**src/pkg/hioc_pkg.sv**
```systemverilog
// package: constants and types for the host interrupt output stage
package hioc_pkg;

   // ==========================================================
   // bus widths and register offsets
   localparam int HIOC_ADDR_W = 8;
   localparam int HIOC_DATA_W = 32;
   localparam logic [7:0] HIOC_OFS_ID = 8'h50;
   localparam logic [7:0] HIOC_OFS_CFG = 8'h54;
   localparam logic [7:0] HIOC_OFS_STS = 8'h58;
   localparam logic [7:0] HIOC_OFS_EN = 8'h5c;

   // ==========================================================
   // field positions of the interrupt output configuration and status registers
   localparam int HIOC_CFG_IVL_LSB = 24;
   localparam int HIOC_CFG_RESTART = 14;
   localparam int HIOC_CFG_ACTIVE = 13;
   localparam int HIOC_CFG_MASTER = 12;
   localparam int HIOC_CFG_OUT_EN = 8;
   localparam int HIOC_CFG_POL = 4;
   localparam int HIOC_CFG_BTYPE = 0;
   localparam int HIOC_STS_WAKE = 17;
   localparam logic [31:0] HIOC_WAKE_MASK = 32'h0002_0000;

   // ==========================================================
   // reset values
   localparam logic [31:0] HIOC_CFG_RST = 32'h0000_0000;
   localparam logic [31:0] HIOC_STS_RST = 32'h0000_0000;
   localparam logic [31:0] HIOC_EN_RST = 32'h0000_0000;

   // ==========================================================
   // holdoff timing: a least time, so the cycle count rounds up
   localparam int HIOC_UNIT_NS = 10000;
   localparam int HIOC_CLK_NS = 4;
   localparam int HIOC_UNIT_CYC = (HIOC_UNIT_NS + HIOC_CLK_NS - 1)
                                  / HIOC_CLK_NS;
   localparam logic [11:0] HIOC_UNIT_LAST = 12'(HIOC_UNIT_CYC - 1);

   // ==========================================================
   // pin synchroniser layout: strobes, address, data
   localparam int HIOC_SYNC_W = 3 + HIOC_ADDR_W + HIOC_DATA_W;
   localparam int HIOC_SYNC_CS = 42;
   localparam int HIOC_SYNC_RD = 41;
   localparam int HIOC_SYNC_WR = 40;
   localparam int HIOC_SYNC_ADDR = 32;
   localparam logic [42:0] HIOC_SYNC_RST = {3'h7, 40'h00_0000_0000};

   // ==========================================================
   // state types
   typedef enum logic [1:0] {
      BUS_IDLE = 2'b00,
      BUS_RD = 2'b01,
      BUS_WAIT = 2'b11
   } hioc_bus_e;

   typedef enum logic [0:0] {
      HOLD_IDLE = 1'b0,
      HOLD_RUN = 1'b1
   } hioc_hold_e;

   typedef struct packed {
      hioc_hold_e state;
      logic [11:0] pre;
      logic [7:0] units;
      logic [7:0] limit;
      logic [19:0] elapsed;
   } hioc_hold_s;

   localparam hioc_hold_s HIOC_HOLD_RST = '{HOLD_IDLE, 12'h000, 8'h00,
                                            8'h00, 20'h0_0000};

   typedef struct packed {
      logic [42:0] sync1;
      logic [42:0] sync2;
      hioc_bus_e bus;
      logic [31:0] rdata;
      logic data_oe_n;
      logic [7:0] interval;
      logic restart;
      logic out_en;
      logic pol;
      logic btype;
      logic [31:0] sts;
      logic [31:0] en;
      logic main_del;
      logic pin_asserted;
      logic irq_o;
      logic irq_oe_n;
   } hioc_top_s;

endpackage : hioc_pkg

```
**src/pkg/hioc_holdoff_if.sv**
```systemverilog
// interface: holdoff control between register block and interval timer
`timescale 1ns/100ps
interface hioc_holdoff_if;
   logic [7:0] interval;
   logic restart;
   logic start;
   logic active;

   modport ctl (output interval, output restart, output start,
                input active);
   modport cnt (input interval, input restart, input start,
                output active);
endinterface : hioc_holdoff_if

```
**src/verilog/hioc_holdoff.sv**
```systemverilog
// module: deassertion holdoff interval timer
`timescale 1ns/100ps
module hioc_holdoff (
   input wire logic ref_clk,
   input wire logic rst,
   hioc_holdoff_if.cnt hif
);
   import hioc_pkg::*;

   hioc_hold_s st_r;
   hioc_hold_s st_nxt;
   logic expire;

   // ==========================================================
   // next state
   always_comb begin
      st_nxt = st_r;
      expire = 1'b0;
      if (hif.interval == 8'h00) begin
         // zero field: interval off, counter cleared R02
         st_nxt.state = HOLD_IDLE;
         st_nxt.pre = 12'h000;
         st_nxt.units = 8'h00;
      end else if (hif.restart || hif.start) begin
         // field is latched so a later nonzero write only affects new intervals
         st_nxt.state = HOLD_RUN;
         st_nxt.pre = 12'h000;
         st_nxt.units = 8'h00;
         st_nxt.limit = hif.interval;
         st_nxt.elapsed = 20'h0_0000;
      end else begin
         case (st_r.state)
            HOLD_RUN: begin
               st_nxt.elapsed = st_r.elapsed + 20'h0_0001;
               if (st_r.pre == HIOC_UNIT_LAST) begin
                  st_nxt.pre = 12'h000;
                  if (st_r.units == st_r.limit - 8'h01) begin
                     expire = 1'b1;
                     st_nxt.state = HOLD_IDLE;
                     st_nxt.units = 8'h00;
                  end else begin
                     st_nxt.units = st_r.units + 8'h01;
                  end
               end else begin
                  st_nxt.pre = st_r.pre + 12'h001;
               end
            end
            default: begin
               st_nxt.state = HOLD_IDLE;
            end
         endcase
      end
   end

   assign hif.active = (st_r.state == HOLD_RUN);

   always_ff @(posedge ref_clk or posedge rst) begin
      if (rst) begin
         st_r <= HIOC_HOLD_RST;
      end else begin
         st_r <= st_nxt;
      end
   end

   // ==========================================================
   // checks
   a_zero_stops: assert property (
      @(posedge ref_clk) disable iff (rst)
      (hif.interval == 8'h00) |=> !hif.active)
      else $error("holdoff still running after zero interval");

   a_restart_fresh: assert property (
      @(posedge ref_clk) disable iff (rst)
      (hif.restart && hif.interval != 8'h00) |=>
      (hif.active && st_r.pre == 12'h000 && st_r.units == 8'h00))
      else $error("restart did not begin a fresh interval");

   a_interval_length: assert property (
      @(posedge ref_clk) disable iff (rst)
      expire |-> (st_r.elapsed ==
                  (20'(st_r.limit) * 20'(HIOC_UNIT_CYC) - 20'h0_0001)))
      else $error("holdoff interval length wrong");

   a_limit_latched: assert property (
      @(posedge ref_clk) disable iff (rst)
      (hif.start && hif.interval != 8'h00) |=>
      (st_r.limit == $past(hif.interval)))
      else $error("new interval value not taken at start");

endmodule : hioc_holdoff

```
**src/verilog/hioc_top.sv**
```systemverilog
// module: host interrupt output stage with its configuration registers
//
// Functional notes
// The holdoff interval field in config bits 31:24 counts units of 10 us.
// Writing the field as zero stops the interval, clears the counter, frees pending requests.
// A new nonzero field value governs every interval started after the write.
// The wake event interrupt is never held back by the holdoff interval.
// Writing one to self-clearing bit 14 restarts the interval from zero at any time.
// Bit 13 reads high while an interval runs, and requests are withheld from the pin then.
// Bit 12 shows the combined enabled request, ignoring output enable and holdoff.
// With output enable bit 8 clear the pin stays deasserted, status still works.
// Polarity bit 4 clear makes the pin active low, set makes it active high.
// Buffer type bit 0 clear gives open drain, set gives push-pull.
// In open drain mode polarity is ignored and the asserted pin is driven low.
// Polarity and buffer type survive soft reset and clear only on hard reset.
// The identity register holds a 16-bit design code over a 16-bit revision.
// Identity sits at 50h, config at 54h, status at 58h, enable at 5Ch.
// When an interval ends with a request pending the pin asserts on the next clock.
`timescale 1ns/100ps
module hioc_top #(
   parameter logic [15:0] CHIP_ID = 16'h5a5a,   // arbitrary value
   parameter logic [15:0] REVISION = 16'h0001   // arbitrary value
) (
   input wire logic REF_CLK,
   input wire logic RST,
   input wire logic SOFT_RST,
   input wire logic CS_N,
   input wire logic RD_N,
   input wire logic WR_N,
   input wire logic [hioc_pkg::HIOC_ADDR_W-1:0] ADDR,
   input wire logic [hioc_pkg::HIOC_DATA_W-1:0] DATA_IN,
   output logic [hioc_pkg::HIOC_DATA_W-1:0] DATA_OUT,
   output logic DATA_OE_N,
   input wire logic [31:0] INT_SRC,
   output logic IRQ_O,
   output logic IRQ_OE_N
);
   import hioc_pkg::*;

   // ==========================================================
   // state and combinational views
   localparam hioc_top_s TOP_RST = '{
      sync1: HIOC_SYNC_RST,
      sync2: HIOC_SYNC_RST,
      bus: BUS_IDLE,
      rdata: 32'h0000_0000,
      data_oe_n: 1'b1,
      interval: HIOC_CFG_RST[31:24],
      restart: 1'b0,
      out_en: HIOC_CFG_RST[HIOC_CFG_OUT_EN],
      pol: HIOC_CFG_RST[HIOC_CFG_POL],
      btype: HIOC_CFG_RST[HIOC_CFG_BTYPE],
      sts: HIOC_STS_RST,
      en: HIOC_EN_RST,
      main_del: 1'b0,
      pin_asserted: 1'b0,
      irq_o: 1'b0,
      irq_oe_n: 1'b1
   };

   hioc_top_s st;
   hioc_top_s n;

   logic cs;
   logic rd;
   logic wr;
   logic [7:0] addr_w;
   logic [31:0] wdata;
   logic [31:0] clr;
   logic [31:0] cfg_view;
   logic [31:0] rd_mux;
   logic irq_all;
   logic irq_wake;
   logic irq_main;
   logic asserted;

   hioc_holdoff_if hif ();

   hioc_holdoff u_holdoff (
      .ref_clk(REF_CLK),
      .rst(RST),
      .hif(hif)
   );

   // ==========================================================
   // synchronised host strobes, word aligned address
   assign cs = !st.sync2[HIOC_SYNC_CS];
   assign rd = !st.sync2[HIOC_SYNC_RD];
   assign wr = !st.sync2[HIOC_SYNC_WR];
   assign addr_w = {st.sync2[HIOC_SYNC_ADDR+7:HIOC_SYNC_ADDR+2], 2'b00};
   assign wdata = st.sync2[31:0];

   // ==========================================================
   // request combining
   assign irq_all = |(st.sts & st.en);
   assign irq_wake = st.sts[HIOC_STS_WAKE] & st.en[HIOC_STS_WAKE];
   assign irq_main = |(st.sts & st.en & ~HIOC_WAKE_MASK);
   // wake event bypasses the holdoff gate
   assign asserted = st.out_en & (irq_wake |
                     (irq_main & !hif.active));

   // ==========================================================
   // holdoff hookup: interval starts when the delivered request drops
   assign hif.interval = st.interval;
   assign hif.restart = st.restart;
   assign hif.start = st.main_del & !irq_main;

   // ==========================================================
   // read view
   always_comb begin
      cfg_view = 32'h0000_0000;
      cfg_view[31:24] = st.interval;
      cfg_view[HIOC_CFG_ACTIVE] = hif.active;
      cfg_view[HIOC_CFG_MASTER] = irq_all;
      cfg_view[HIOC_CFG_OUT_EN] = st.out_en;
      cfg_view[HIOC_CFG_POL] = st.pol;
      cfg_view[HIOC_CFG_BTYPE] = st.btype;
   end

   always_comb begin
      case (addr_w)
         HIOC_OFS_ID: rd_mux = {CHIP_ID, REVISION};
         HIOC_OFS_CFG: rd_mux = cfg_view;
         HIOC_OFS_STS: rd_mux = st.sts;
         HIOC_OFS_EN: rd_mux = st.en;
         default: rd_mux = 32'h0000_0000;
      endcase
   end

   // ==========================================================
   // next state
   always_comb begin
      n = st;
      clr = 32'h0000_0000;
      n.sync1 = {CS_N, RD_N, WR_N, ADDR, DATA_IN};
      n.sync2 = st.sync1;
      n.restart = 1'b0;

      case (st.bus)
         BUS_IDLE: begin
            if (cs && wr) begin
               n.bus = BUS_WAIT;
               case (addr_w)
                  HIOC_OFS_CFG: begin
                     n.interval = wdata[31:24];
                     n.restart = wdata[HIOC_CFG_RESTART];
                     n.out_en = wdata[HIOC_CFG_OUT_EN];
                     n.pol = wdata[HIOC_CFG_POL];
                     n.btype = wdata[HIOC_CFG_BTYPE];
                  end
                  HIOC_OFS_STS: begin
                     clr = wdata;
                  end
                  HIOC_OFS_EN: begin
                     n.en = wdata;
                  end
                  default: begin
                     n.bus = BUS_WAIT;
                  end
               endcase
            end else if (cs && rd) begin
               n.bus = BUS_RD;
               n.rdata = rd_mux;
               n.data_oe_n = 1'b0;
            end
         end
         BUS_RD: begin
            // data held steady for the whole strobe, no refresh
            if (!cs || !rd) begin
               n.bus = BUS_IDLE;
               n.data_oe_n = 1'b1;
            end
         end
         BUS_WAIT: begin
            if (!cs || !wr) begin
               n.bus = BUS_IDLE;
            end
         end
         default: begin
            n.bus = BUS_IDLE;
            n.data_oe_n = 1'b1;
         end
      endcase

      // new source events win over a same-cycle clear
      n.sts = (st.sts & ~clr) | INT_SRC;

      n.main_del = irq_main & !hif.active;
      n.pin_asserted = asserted;
      if (st.btype) begin
         n.irq_oe_n = 1'b0;
         n.irq_o = asserted ? st.pol : !st.pol;
      end else begin
         // open drain: polarity ignored, only ever pulls low
         n.irq_oe_n = !asserted;
         n.irq_o = 1'b0;
      end

      if (SOFT_RST) begin
         // polarity and buffer type deliberately kept
         n.interval = 8'h00;
         n.restart = 1'b0;
         n.out_en = 1'b0;
         n.sts = HIOC_STS_RST;
         n.en = HIOC_EN_RST;
         n.main_del = 1'b0;
      end
   end

   always_ff @(posedge REF_CLK or posedge RST) begin
      if (RST) begin
         st <= TOP_RST;
      end else begin
         st <= n;
      end
   end

   assign DATA_OUT = st.rdata;
   assign DATA_OE_N = st.data_oe_n;
   assign IRQ_O = st.irq_o;
   assign IRQ_OE_N = st.irq_oe_n;

   // ==========================================================
   // checks
   a_pin_disabled: assert property (
      @(posedge REF_CLK) disable iff (RST)
      !st.out_en |=> !st.pin_asserted)
      else $error("pin asserted while output disabled");

   a_open_drain_low: assert property (
      @(posedge REF_CLK) disable iff (RST)
      (st.pin_asserted && !$past(st.btype)) |->
      (!IRQ_OE_N && !IRQ_O))
      else $error("open drain pin not pulled low");

   a_open_drain_idle: assert property (
      @(posedge REF_CLK) disable iff (RST)
      (!st.pin_asserted && !$past(st.btype)) |-> IRQ_OE_N)
      else $error("open drain pin driven while idle");

   a_push_pull_level: assert property (
      @(posedge REF_CLK) disable iff (RST)
      $past(st.btype) |->
      (!IRQ_OE_N && IRQ_O == (st.pin_asserted ~^ $past(st.pol))))
      else $error("push-pull level does not follow polarity");

   a_holdoff_blocks: assert property (
      @(posedge REF_CLK) disable iff (RST)
      (hif.active && !irq_wake) |=> !st.pin_asserted)
      else $error("request reached pin during holdoff");

   a_wake_bypass: assert property (
      @(posedge REF_CLK) disable iff (RST)
      (irq_wake && st.out_en) |=> st.pin_asserted)
      else $error("wake event held back");

   a_expiry_release: assert property (
      @(posedge REF_CLK) disable iff (RST)
      ($fell(hif.active) && irq_main && st.out_en) |=> st.pin_asserted)
      else $error("pending request not delivered after holdoff");

   a_status_sticky: assert property (
      @(posedge REF_CLK) disable iff (RST)
      (!SOFT_RST && INT_SRC != 32'h0000_0000) |=>
      ((st.sts & $past(INT_SRC)) == $past(INT_SRC)))
      else $error("source event lost from status");

   a_master_read: assert property (
      @(posedge REF_CLK) disable iff (RST)
      (st.bus == BUS_IDLE && cs && rd && !wr && addr_w == HIOC_OFS_CFG)
      |=> (DATA_OUT[HIOC_CFG_MASTER] == $past(irq_all)) && !DATA_OE_N)
      else $error("master bit read wrong");

   a_id_read: assert property (
      @(posedge REF_CLK) disable iff (RST)
      (st.bus == BUS_IDLE && cs && rd && !wr && addr_w == HIOC_OFS_ID)
      |=> (DATA_OUT == {CHIP_ID, REVISION}))
      else $error("identity read wrong");

   a_soft_keeps: assert property (
      @(posedge REF_CLK) disable iff (RST)
      SOFT_RST |=> (st.pol == $past(st.pol) && st.btype == $past(st.btype)
                    && st.interval == 8'h00))
      else $error("soft reset disturbed kept bits");

endmodule : hioc_top

```
**config.mk**
```make
export PLATFORM = sky130hd
export DESIGN_NAME = hioc_top
export DESIGN_NICKNAME = d
export VERILOG_FILES = /design/src/pkg/hioc_pkg.sv /design/src/pkg/hioc_holdoff_if.sv /design/src/verilog/hioc_holdoff.sv /design/src/verilog/hioc_top.sv
export SDC_FILE = /design/constraint.sdc
export NUM_CORES = 1
export LEC_CHECK = 0
export BUFFER_PORTS_ARGS = -buffer_cell sky130_fd_sc_hd__buf_2
export CAP_MARGIN = 20
export CORE_AREA = 3 3 147 149
export DETAILED_ROUTE_END_ITERATION = 8
export DIE_AREA = 0 0 150 152
export SETUP_SLACK_MARGIN = 0.02
export SKIP_CTS_REPAIR_TIMING = 1
export SLEW_MARGIN = 20
export SYNTH_ARGS = -nofsm -noshare
export SYNTH_HDL_FRONTEND = slang
export SYNTH_SLANG_ARGS = --single-unit
```
**constraint.sdc**
```tcl
create_clock -name REF_CLK -period 17.65 [get_ports REF_CLK]
set_input_delay 0 -clock REF_CLK [delete_from_list [all_inputs] [get_ports REF_CLK]]
set_output_delay 0 -clock REF_CLK [all_outputs]
set_load 0.005 [all_outputs]
```
==> run metrics, run 1 <==
worst vdd ir 94.0 uV; post-synthesis cell count 888; pin count of the biggest net entering global routing 98; Fin. Hold Viols 0; Post-Syn Nets about 970; Async SR Flop Fraction 100%; Reg2Reg Capture Point u_holdoff.st_r[33]$_DFFE_PP0P_; vias in the first global route ~6,600; RSZ-0062 raised after global routing false; GRT Util Overall 19.8%; CTS Buf Count 24; most common cell in the synthesized netlist dfrtp_1; leakage 0.00502 uW; Worst R2R Path Depth 8; Cell Pwr Density 97.2 nW/um^2; Critical Path RT 18,070 ps; DR vias 7,067; global-route wire length before repair 36.3 mm; I/O Buffers 110; most frequent cells after synthesis dfrtp_1, nand2_1, a21oi_1; Post-Syn Area 9160 um^2; relative slew slack 32.0%; Min Hold Slack between 100 and 150 ps; Initial Utilization 45.1%; clock root buffer clkbuf_16; Max Clk Rate 0.367 GHz; share of layout cells above drive strength 1 18.4%; placed instance area 9770 um^2; nets approximately 1,100; Crit Path Max Fanout 10; main flop type after synthesis dfrtp_1; Clock Tree Buf Depth 3; Worst-Margin Slew 1020 ps; CP startpoint kind flip-flop; height of the die around 150 um; number of synthesized flops with an enable pin 0; Netlist cell types 57; Die Area 22,800 um^2; outcome complete, no violations; crit path capture type flip-flop; Rows 52; CTS tree built; Synth top area share 59.3%; Setup Viol. Count Final 0; Critical Setup Path Class reg -> reg; clk sinks around 230; 1st-pass router iterations 5; DR iter-0 viols ~620; Slew Viols, Final 0; Inserted Diodes 0; Post-Place Cells 1,208; fin crit share 15.4%; initial antenna violation count 2; WP data arrival between 3000 and 4000 ps; area delta synth->final 23.3%; Routed Wire Length 22.9 mm; DR vias/cell between 5 and 6; Max Cap Viol 0; r2r setup slk 14,920 ps; antenna viol nets, final 0; clock-pin transition on the worst setup and hold timing paths ~60 ps; total global routing overflow 0; Setup TNS Final 0 ps; post-synthesis sequential area ratio about three fifths; min-delay worst type in -> async; post-route cell area 11,300 um^2; dpl hpwl 15.0 mm; crit path time final 2730 ps; Die X-Extent 150 um; DR WL/cell around 17 um; Syn Area/Cell 10.3 um^2; GP Congestion 0.803; Area contributors post-synth dfrtp_1, nand2_1, a21oi_1, buf_4, o21ai_0; Top Ports about 110; post-route clock skew ~26 ps; core area 20,300 um^2; Layout Cells excl Fill 1,324; H-tree depth 1; Clock Latency Late Sink 530 ps; worst r2r src u_holdoff.st_r[20]$_DFFE_PP0P_; Seq cells post-synth 225; # DRC 0; Synth area leader dfrtp_1; Syn. warnings 0
[per-layer routing]
metal	up-vias	wire (um)	part of all wire, %	track usage, %
li1	3347	-	-	-
met1	3486	10500	46	30.0
met2	204	10500	46	29.8
met3	30	1370	6.0	3.22
met4	0	466	2.0	5.10
met5	-	0	0	0
[cell type report]
| type | count | area, um^2 |
|---|---|---|
| repair buffers | 197 | 1390 |
| flip-flops and latches | 225 | 5640 |
| multi-input cells | 576 | 3090 |
| fillers | 1803 | 9010 |
| well taps | 270 | 338 |
| clock buffers | 34 | 688 |
| inverters | 14 | 60.1 |
| clock inverters | 8 | 86.3 |
[through the flow]
step           power (uW)  util (%)  setup WS (ps)
6_report             1100      55.6          14920
5_1_grt              1140      55.6          14670
4_1_cts              1100      52.0          14890
3_5_place_dp          605      48.1          14900
3_3_place_gp          603      48.1          14930
2_1_floorplan         582         -          11500
[worst max path at each step]
stage                     slack, ps  depth (start not counted)                      startpoint                              to
final                         14920                          8  u_holdoff.st_r[20]$_DFFE_PP0P_  u_holdoff.st_r[33]$_DFFE_PP0P_
after global routing          14670                          8  u_holdoff.st_r[20]$_DFFE_PP0P_  u_holdoff.st_r[35]$_DFFE_PP0P_
after CTS                     14890                          7             addr_w[5]$_DFF_PP0_              st[28]$_DFFE_PP0P_
after detailed placement      14900                          8  u_holdoff.st_r[20]$_DFFE_PP0P_  u_holdoff.st_r[32]$_DFFE_PP0P_
after global placement        14930                          8  u_holdoff.st_r[20]$_DFFE_PP0P_  u_holdoff.st_r[35]$_DFFE_PP0P_
after floorplan               11500                          1                             RST         DATA_OUT[0]$_DFFE_PP0P_
[registers in the layout, indices dropped and copies added (netlist names)]
signal / flops
hif.interval: 8
u_holdoff.st_r: 28
DATA_OE_N: 1
u_holdoff.hif.active: 1
cfg_view: 3
addr_w: 6
IRQ_O: 1
DATA_OUT: 32
st: 102
n: 41
IRQ_OE_N: 1
hif.restart: 1
[layout by cell type, fill, tap and decap left out, types with 4 or more instances in the layout]
| cell type | Yosys | routed |
|---|---|---|
| xnor2_1 | 4 | 4 |
| a22oi_1 | 25 | 25 |
| o21ai_0 | 43 | 43 |
| clkbuf_1 | 37 | 5 |
| buf_4 | 32 | 12 |
| nor2_1 | 45 | 45 |
| dlygate4sd3_1 | 0 | 74 |
| and3_1 | 5 | 5 |
| dfrtp_1 | 217 | 217 |
| nor2b_1 | 5 | 5 |
| o31ai_1 | 4 | 4 |
| mux2_2 | 14 | 14 |
| or4_1 | 6 | 6 |
| mux2i_1 | 7 | 7 |
| dfstp_2 | 8 | 8 |
| or3_1 | 5 | 5 |
| clkbuf_16 | 0 | 24 |
| buf_2 | 1 | 110 |
| xor2_1 | 4 | 4 |
| inv_1 | 14 | 13 |
| clkbuf_8 | 0 | 5 |
| a211oi_1 | 4 | 4 |
| nor3_1 | 11 | 8 |
| nand2_1 | 197 | 197 |
| nand2b_1 | 5 | 5 |
| a21oi_1 | 87 | 87 |
| nor4_1 | 6 | 6 |
| nand3_1 | 22 | 22 |
| o211ai_1 | 8 | 8 |
| nand4_1 | 23 | 23 |
| a21o_1 | 7 | 7 |
| or2_2 | 4 | 4 |
[logic make-up after synthesis]
family                     count (synthesis)  synth area share [%]
xor gates and xnor gates                   8                 0.765
AOI/OAI and AO/OA                        200                  13.0
muxes                                     21                  2.49
DFF                                      225                  61.6
buffers and inverters                     87                  4.97
adders and majority gates                  3                 0.410
and+or+nand+nor                          344                  16.8
[report_power, final]
group          switching, uW  internal [uW]
sequential              13.6            535
clock                    204            287
combinational           31.1           28.0
total                    248            849
[critical path: stages (launching register included)]
cell,delay [ps]
dfrtp_1,440
inv_1,80
ha_1,170
or3b_4,400
o31a_1,240
o2111ai_1,180
a311o_1,440
nand4_1,390
o211ai_1,290
(Power assumes the default switching activity.)
==> run 2, diff against run 1 <==
- PLACE_DENSITY: not set -> 0.66
- clock period: 17.65 -> 2.2 ns (I/O delays scaled with it)
==> run metrics, run 2 (same netlist as run 1, synthesis figures left out) <==
worst hold stages 2; setup ws final -38.9 ps (-14,960 ps); DR vias/cell 5.35 (+0.26%); leakage 0.00550 uW (+9.7%); share of layout cells above drive strength 1 27.1% (+8.7 points); global-route wire length before repair 37.9 mm (+4.4%); Reg2Reg Capture Point u_holdoff.st_r[35]$_DFFE_PP0P_; Rows 52 (unchanged); Initial Utilization 45.1% (unchanged); relative slew slack 44.7% (+13 points); 1st-pass router iterations 5 (unchanged); Setup Viol. Count Final 4 (+4); flip-flop count of the largest register after layout 102 (unchanged); Critical Setup Path Class reg -> reg; min-delay worst type in -> reg; fin crit share 102% (+86 points); post-route clock skew 20.3 ps (-5.30 ps); DR vias 7,556 (+6.9%); crit path capture type flip-flop; Layout Cells excl Fill 1,412 (+6.6%); CP startpoint kind flip-flop; clock root buffer clkbuf_16; area of the multi-input gates 3210 um^2 (+4.1%); vias in the first global route 6,974 (+5.2%); H-tree depth 1 (unchanged); Max Clk Rate 0.447 GHz (+22%); DR iter-0 viols 591 (-4.8%); worst vdd ir 562 uV (+500%); crit path time final 2240 ps (-486 ps); height of the die 152 um (unchanged); CTS tree built; I/O Buffers 110 (unchanged); Clock Latency Late Sink 530 ps (about the same); post-route cell area 12,200 um^2 (+7.8%); most frequent cells in the layout dfrtp_1, nand2_1, buf_2; Worst-Margin Slew 808 ps (-208 ps); Clock Tree Buf Depth 3 (unchanged); initial antenna violation count 0 (-2); Crit Path Max Fanout 5 (-5); pin count of the biggest net entering global routing 126 (+29%); Hold Path Sink st[37]$_DFF_PP0_; Fin. Hold Viols 0 (unchanged); GP Congestion 0.869 (+8.3%); Cell Pwr Density 740 nW/um^2 (+660%); CTS Buf Count 24 (unchanged); fin util 60.0% (+4.3 points); RSZ-0062 raised after global routing true; Min Hold Slack 15.0 ps (-89.4 ps); # DRC 0 (unchanged); Post-Place Cells 1,279 (+5.9%); commonest non-fill, non-tap cell in the layout dfrtp_1; worst r2r src u_holdoff.st_r[20]$_DFFE_PP0P_; Inserted Diodes 0 (unchanged); r2r setup slk -40 ps (-14,960 ps); Die Area 22,800 um^2 (unchanged); Routed Wire Length 24.8 mm (+8.3%); total global routing overflow 0 (unchanged); WP data arrival 2620 ps (-530 ps); placed instance area 10,400 um^2 (+6.0%); GRT Util Overall 20.6% (+0.85 points); DR WL/cell 17.6 um (+1.6%); filler cell count 1,665 (-7.7%); Critical Path RT 2580 ps (-15,490 ps); antenna viol nets, final 0 (unchanged); Worst R2R Path Depth 9 (+1); Slew Viols, Final 0 (unchanged); Tot Pwr 9000 uW (+720%); Max Cap Viol 0 (unchanged); Largest Register st; clock-pin transition on the worst setup and hold timing paths 60 ps (about the same); register area 5640 um^2 (unchanged); area delta synth->final 32.8%; clk sinks 225 (unchanged); failing checks negative setup slack; Top Ports 113 (unchanged); Die X-Extent 150 um (unchanged); nets 1,205 (+7.7%); hold wc startpoint SOFT_RST; outcome complete, but fails checks; dpl hpwl 16.1 mm (+7.3%); core area 20,300 um^2 (unchanged)
-- run 2: power breakdown --
group          internal (uW)  leakage, uW  switching [uW]
registers               4290      0.00289            96.7
clock network           2400     0.000399            1650
logic                    278      0.00222             287
-- run 2: layout make-up --
type	instances	share of cell area [%]
Inverter	14	0.463
Sequential cell	225	46.3
Tap cell	270	2.78
Clock buffer	36	5.96
Multi-Input combinational cell	576	26.4
Clock inverter	8	0.679
Timing Repair Buffer	283	17.4
-- run 2: routing by layer --
layer | part of all wire, % | vias to the layer above | global-route usage, %
li1 | - | 3525 | -
met1 | 44 | 3717 | 31.3
met2 | 47 | 276 | 31.1
met3 | 6.4 | 38 | 3.52
met4 | 2.1 | 0 | 5.01
met5 | 0 | - | 0
-- run 2: stage by stage --
stage	worst slack (ps)	TNS, ps
3_3_place_gp	-29.6	-167
6_report	-38.9	-83.5
4_1_cts	-117	-643
5_1_grt	-155	-1040
2_1_floorplan	-731	-158730
3_5_place_dp	-117	-557
-- run 2: worst max-delay path by stage --
stage | start | to
after CTS | u_holdoff.st_r[20]$_DFFE_PP0P_ | u_holdoff.st_r[34]$_DFFE_PP0P_
after global placement | u_holdoff.st_r[21]$_DFFE_PP0P_ | u_holdoff.st_r[31]$_DFFE_PP0P_
after detailed placement | u_holdoff.st_r[20]$_DFFE_PP0P_ | u_holdoff.st_r[34]$_DFFE_PP0P_
after floorplan | RST | DATA_OUT[0]$_DFFE_PP0P_
final | u_holdoff.st_r[20]$_DFFE_PP0P_ | u_holdoff.st_r[35]$_DFFE_PP0P_
after global routing | u_holdoff.st_r[20]$_DFFE_PP0P_ | u_holdoff.st_r[35]$_DFFE_PP0P_
-- run 2: critical path, cell delays in order, from the launching register on --
cell	delay (ps)
dfrtp_1	380
inv_1	60
ha_2	160
or3b_4	400
nor4_4	150
o2111ai_2	140
a311o_1	400
buf_4	180
o2111ai_1	100
o211ai_1	120
==> run 3, diff against run 2 <==
- clock period: 2.2 -> 1.9 ns (I/O delays scaled with it)
==> run metrics, run 3 (same netlist as run 1, synthesis figures left out) <==
core area 20,300 um^2 (unchanged); Min Hold Slack -9.36 ps (-24.4 ps); CTS tree built; Largest Register st; antenna viol nets, final 0 (unchanged); CP startpoint kind flip-flop; Critical Setup Path Class reg -> reg; leakage 0.00591 uW (+7.4%); worst hold stages 2 (unchanged); clock root buffer clkbuf_16; area delta synth->final 41.1%; commonest non-fill, non-tap cell in the layout dfrtp_1; met2 usage in global routing 32.7% (+1.6 points); CP cell instances inv_1 -> ha_2 -> or3b_4 -> o31a_1 -> o2111ai_1 -> a311o_1 -> or3b_1 -> a21boi_1; Die X-Extent 150 um (unchanged); Reg2Reg Capture Point u_holdoff.st_r[28]$_DFFE_PP0P_; post-route cell area 12,900 um^2 (+6.2%); global-route wire length before repair 37.6 mm (-0.71%); most frequent cells in the layout dfrtp_1, nand2_1, buf_4; DR WL/cell 17.2 um (-1.9%); register area 5640 um^2 (unchanged); grt met1 use 29.6% (-1.7 points); Fin. Hold Viols 8 (+8); nets 1,268 (+5.2%); # DRC 0 (unchanged); DR iter-0 viols 497 (-16%); Cell Pwr Density 825 nW/um^2 (+12%); H-tree depth 1 (unchanged); WP data arrival 2660 ps (+40 ps); share of layout cells above drive strength 1 31.8% (+4.7 points); post-route clock skew 14.0 ps (-6.31 ps); height of the die 152 um (unchanged); Post-Place Cells 1,346 (+5.2%); min-delay worst type in -> reg; Rows 52 (unchanged); Inserted Diodes 0 (unchanged); Routed Wire Length 25.4 mm (+2.4%); filler cell count 1,589 (-4.6%); Critical Path RT 2350 ps (-230 ps); flip-flop count of the largest register after layout 102 (unchanged); slowest stage delay, CP 390 ps (about the same); slowest CP cell or3b_4; outcome complete, but fails checks; 1st-pass router iterations 7 (+2); Slew Viols, Final 0 (unchanged); Top Ports 113 (unchanged); GRT Util Overall 20.4% (-0.17 points); CTS Buf Count 24 (unchanged); pin count of the biggest net entering global routing 57 (-55%); DR vias/cell 5.26 (-1.7%); Setup Viol. Count Final 26 (+22); Initial Utilization 45.1% (unchanged); Tot Pwr 10,700 uW (+18%); total global routing overflow 0 (unchanged); Clock Latency Late Sink 520 ps (about the same); crit path capture type flip-flop; Clock Tree Buf Depth 3 (unchanged); setup ws final -316 ps (-277 ps); GR Util met3 2.83% (-0.69 points); r2r setup slk -320 ps (-280 ps); Worst-Margin Slew 600 ps (-208 ps); Layout Cells excl Fill 1,475 (+4.5%); fin util 63.7% (+3.7 points); worst vdd ir 637 uV (+13%); DR vias 7,760 (+2.7%); relative slew slack 60.0% (+15 points); worst r2r src u_holdoff.st_r[21]$_DFFE_PP0P_; Hold Path Sink st[48]$_DFF_PP0_; Worst R2R Path Depth 8 (-1); Max Clk Rate 0.451 GHz (+1.0%); Max Cap Viol 0 (unchanged); vias in the first global route 7,161 (+2.7%); dpl hpwl 16.8 mm (+4.2%); area of the multi-input gates 3410 um^2 (+6.1%); crit path time final 2220 ps (-23.0 ps); clock-pin transition on the worst setup and hold timing paths 60 ps (about the same); clk sinks 225 (unchanged); Crit Path Max Fanout 5 (unchanged); failing checks negative hold slack, negative setup slack; dpl ws -372 ps (-255 ps); Die Area 22,800 um^2 (unchanged); initial antenna violation count 0 (unchanged); RSZ-0062 raised after global routing true; I/O Buffers 110 (unchanged); GP Congestion 0.846 (-2.7%); hold wc startpoint SOFT_RST; fin crit share 117% (+15 points); GRT Max-Usage Layer met2; placed instance area 10,900 um^2 (+5.5%)
[run 3: cell types whose count changed in the layout (fill, tap and decap cells not counted), sizes merged]
| cell | change |
|---|---|
| buf | +62 |
| clkbuf | -7 |
| bufinv | +3 |
| clkinvlp | +3 |
| clkinv | +2 |
| a311oi | +1 |
| inv | -1 |
[run 3: worst max-delay path by stage]
| stage | to | from | depth (start not counted) | slack [ps] |
|---|---|---|---|---|
| floorplan | DATA_OUT[0]$_DFFE_PP0P_ | RST | 1 | -1030 |
| global placement | u_holdoff.st_r[31]$_DFFE_PP0P_ | u_holdoff.st_r[21]$_DFFE_PP0P_ | 8 | -310 |
| detailed placement | u_holdoff.st_r[35]$_DFFE_PP0P_ | u_holdoff.st_r[21]$_DFFE_PP0P_ | 8 | -370 |
| CTS | u_holdoff.hif.active$_DFF_PP0_ | u_holdoff.st_r[21]$_DFFE_PP0P_ | 9 | -390 |
| global route | u_holdoff.st_r[30]$_DFFE_PP0P_ | u_holdoff.st_r[21]$_DFFE_PP0P_ | 9 | -440 |
| finish | u_holdoff.st_r[28]$_DFFE_PP0P_ | u_holdoff.st_r[21]$_DFFE_PP0P_ | 8 | -320 |
[run 3: where the power goes]
group	total, uW	switching (uW)	leakage (uW)	internal [uW]
Sequential	5070	106	0.00289	4970
Clock	4840	1920	0.000395	2920
Combinational	746	361	0.00263	384
[run 3: cell type report]
cell class | count | area share, %
sequential | 225 | 43.6
clock inverter | 15 | 1.52
tap | 270 | 2.61
clock buffer | 29 | 4.87
inverter | 14 | 0.436
timing repair buffer | 345 | 20.5
multi-input combinational | 577 | 26.4
[run 3: critical path: cells and delay by family (launching register included)]
family	cells	cell delay, ps
buf+inv	1	60
fa+ha+maj	1	160
compound gates	4	790
flops	1	380
simple gates	2	760
[run 3: metal layers]
| layer | up-vias | part of all wire (%) |
|---|---|---|
| li1 | 3662 | - |
| met1 | 3790 | 43 |
| met2 | 262 | 49 |
| met3 | 46 | 5.9 |
| met4 | 0 | 2.4 |
| met5 | - | 0 |
[run 3: stage by stage]
stage	setup TNS (ps)	hold WS (ps)
final	-6580	-9.36
after global placement	-6490	-1.18
after global routing	-9280	10.1
after floorplan	-227980	4.48
after detailed placement	-7270	2.17
after CTS	-10560	-549
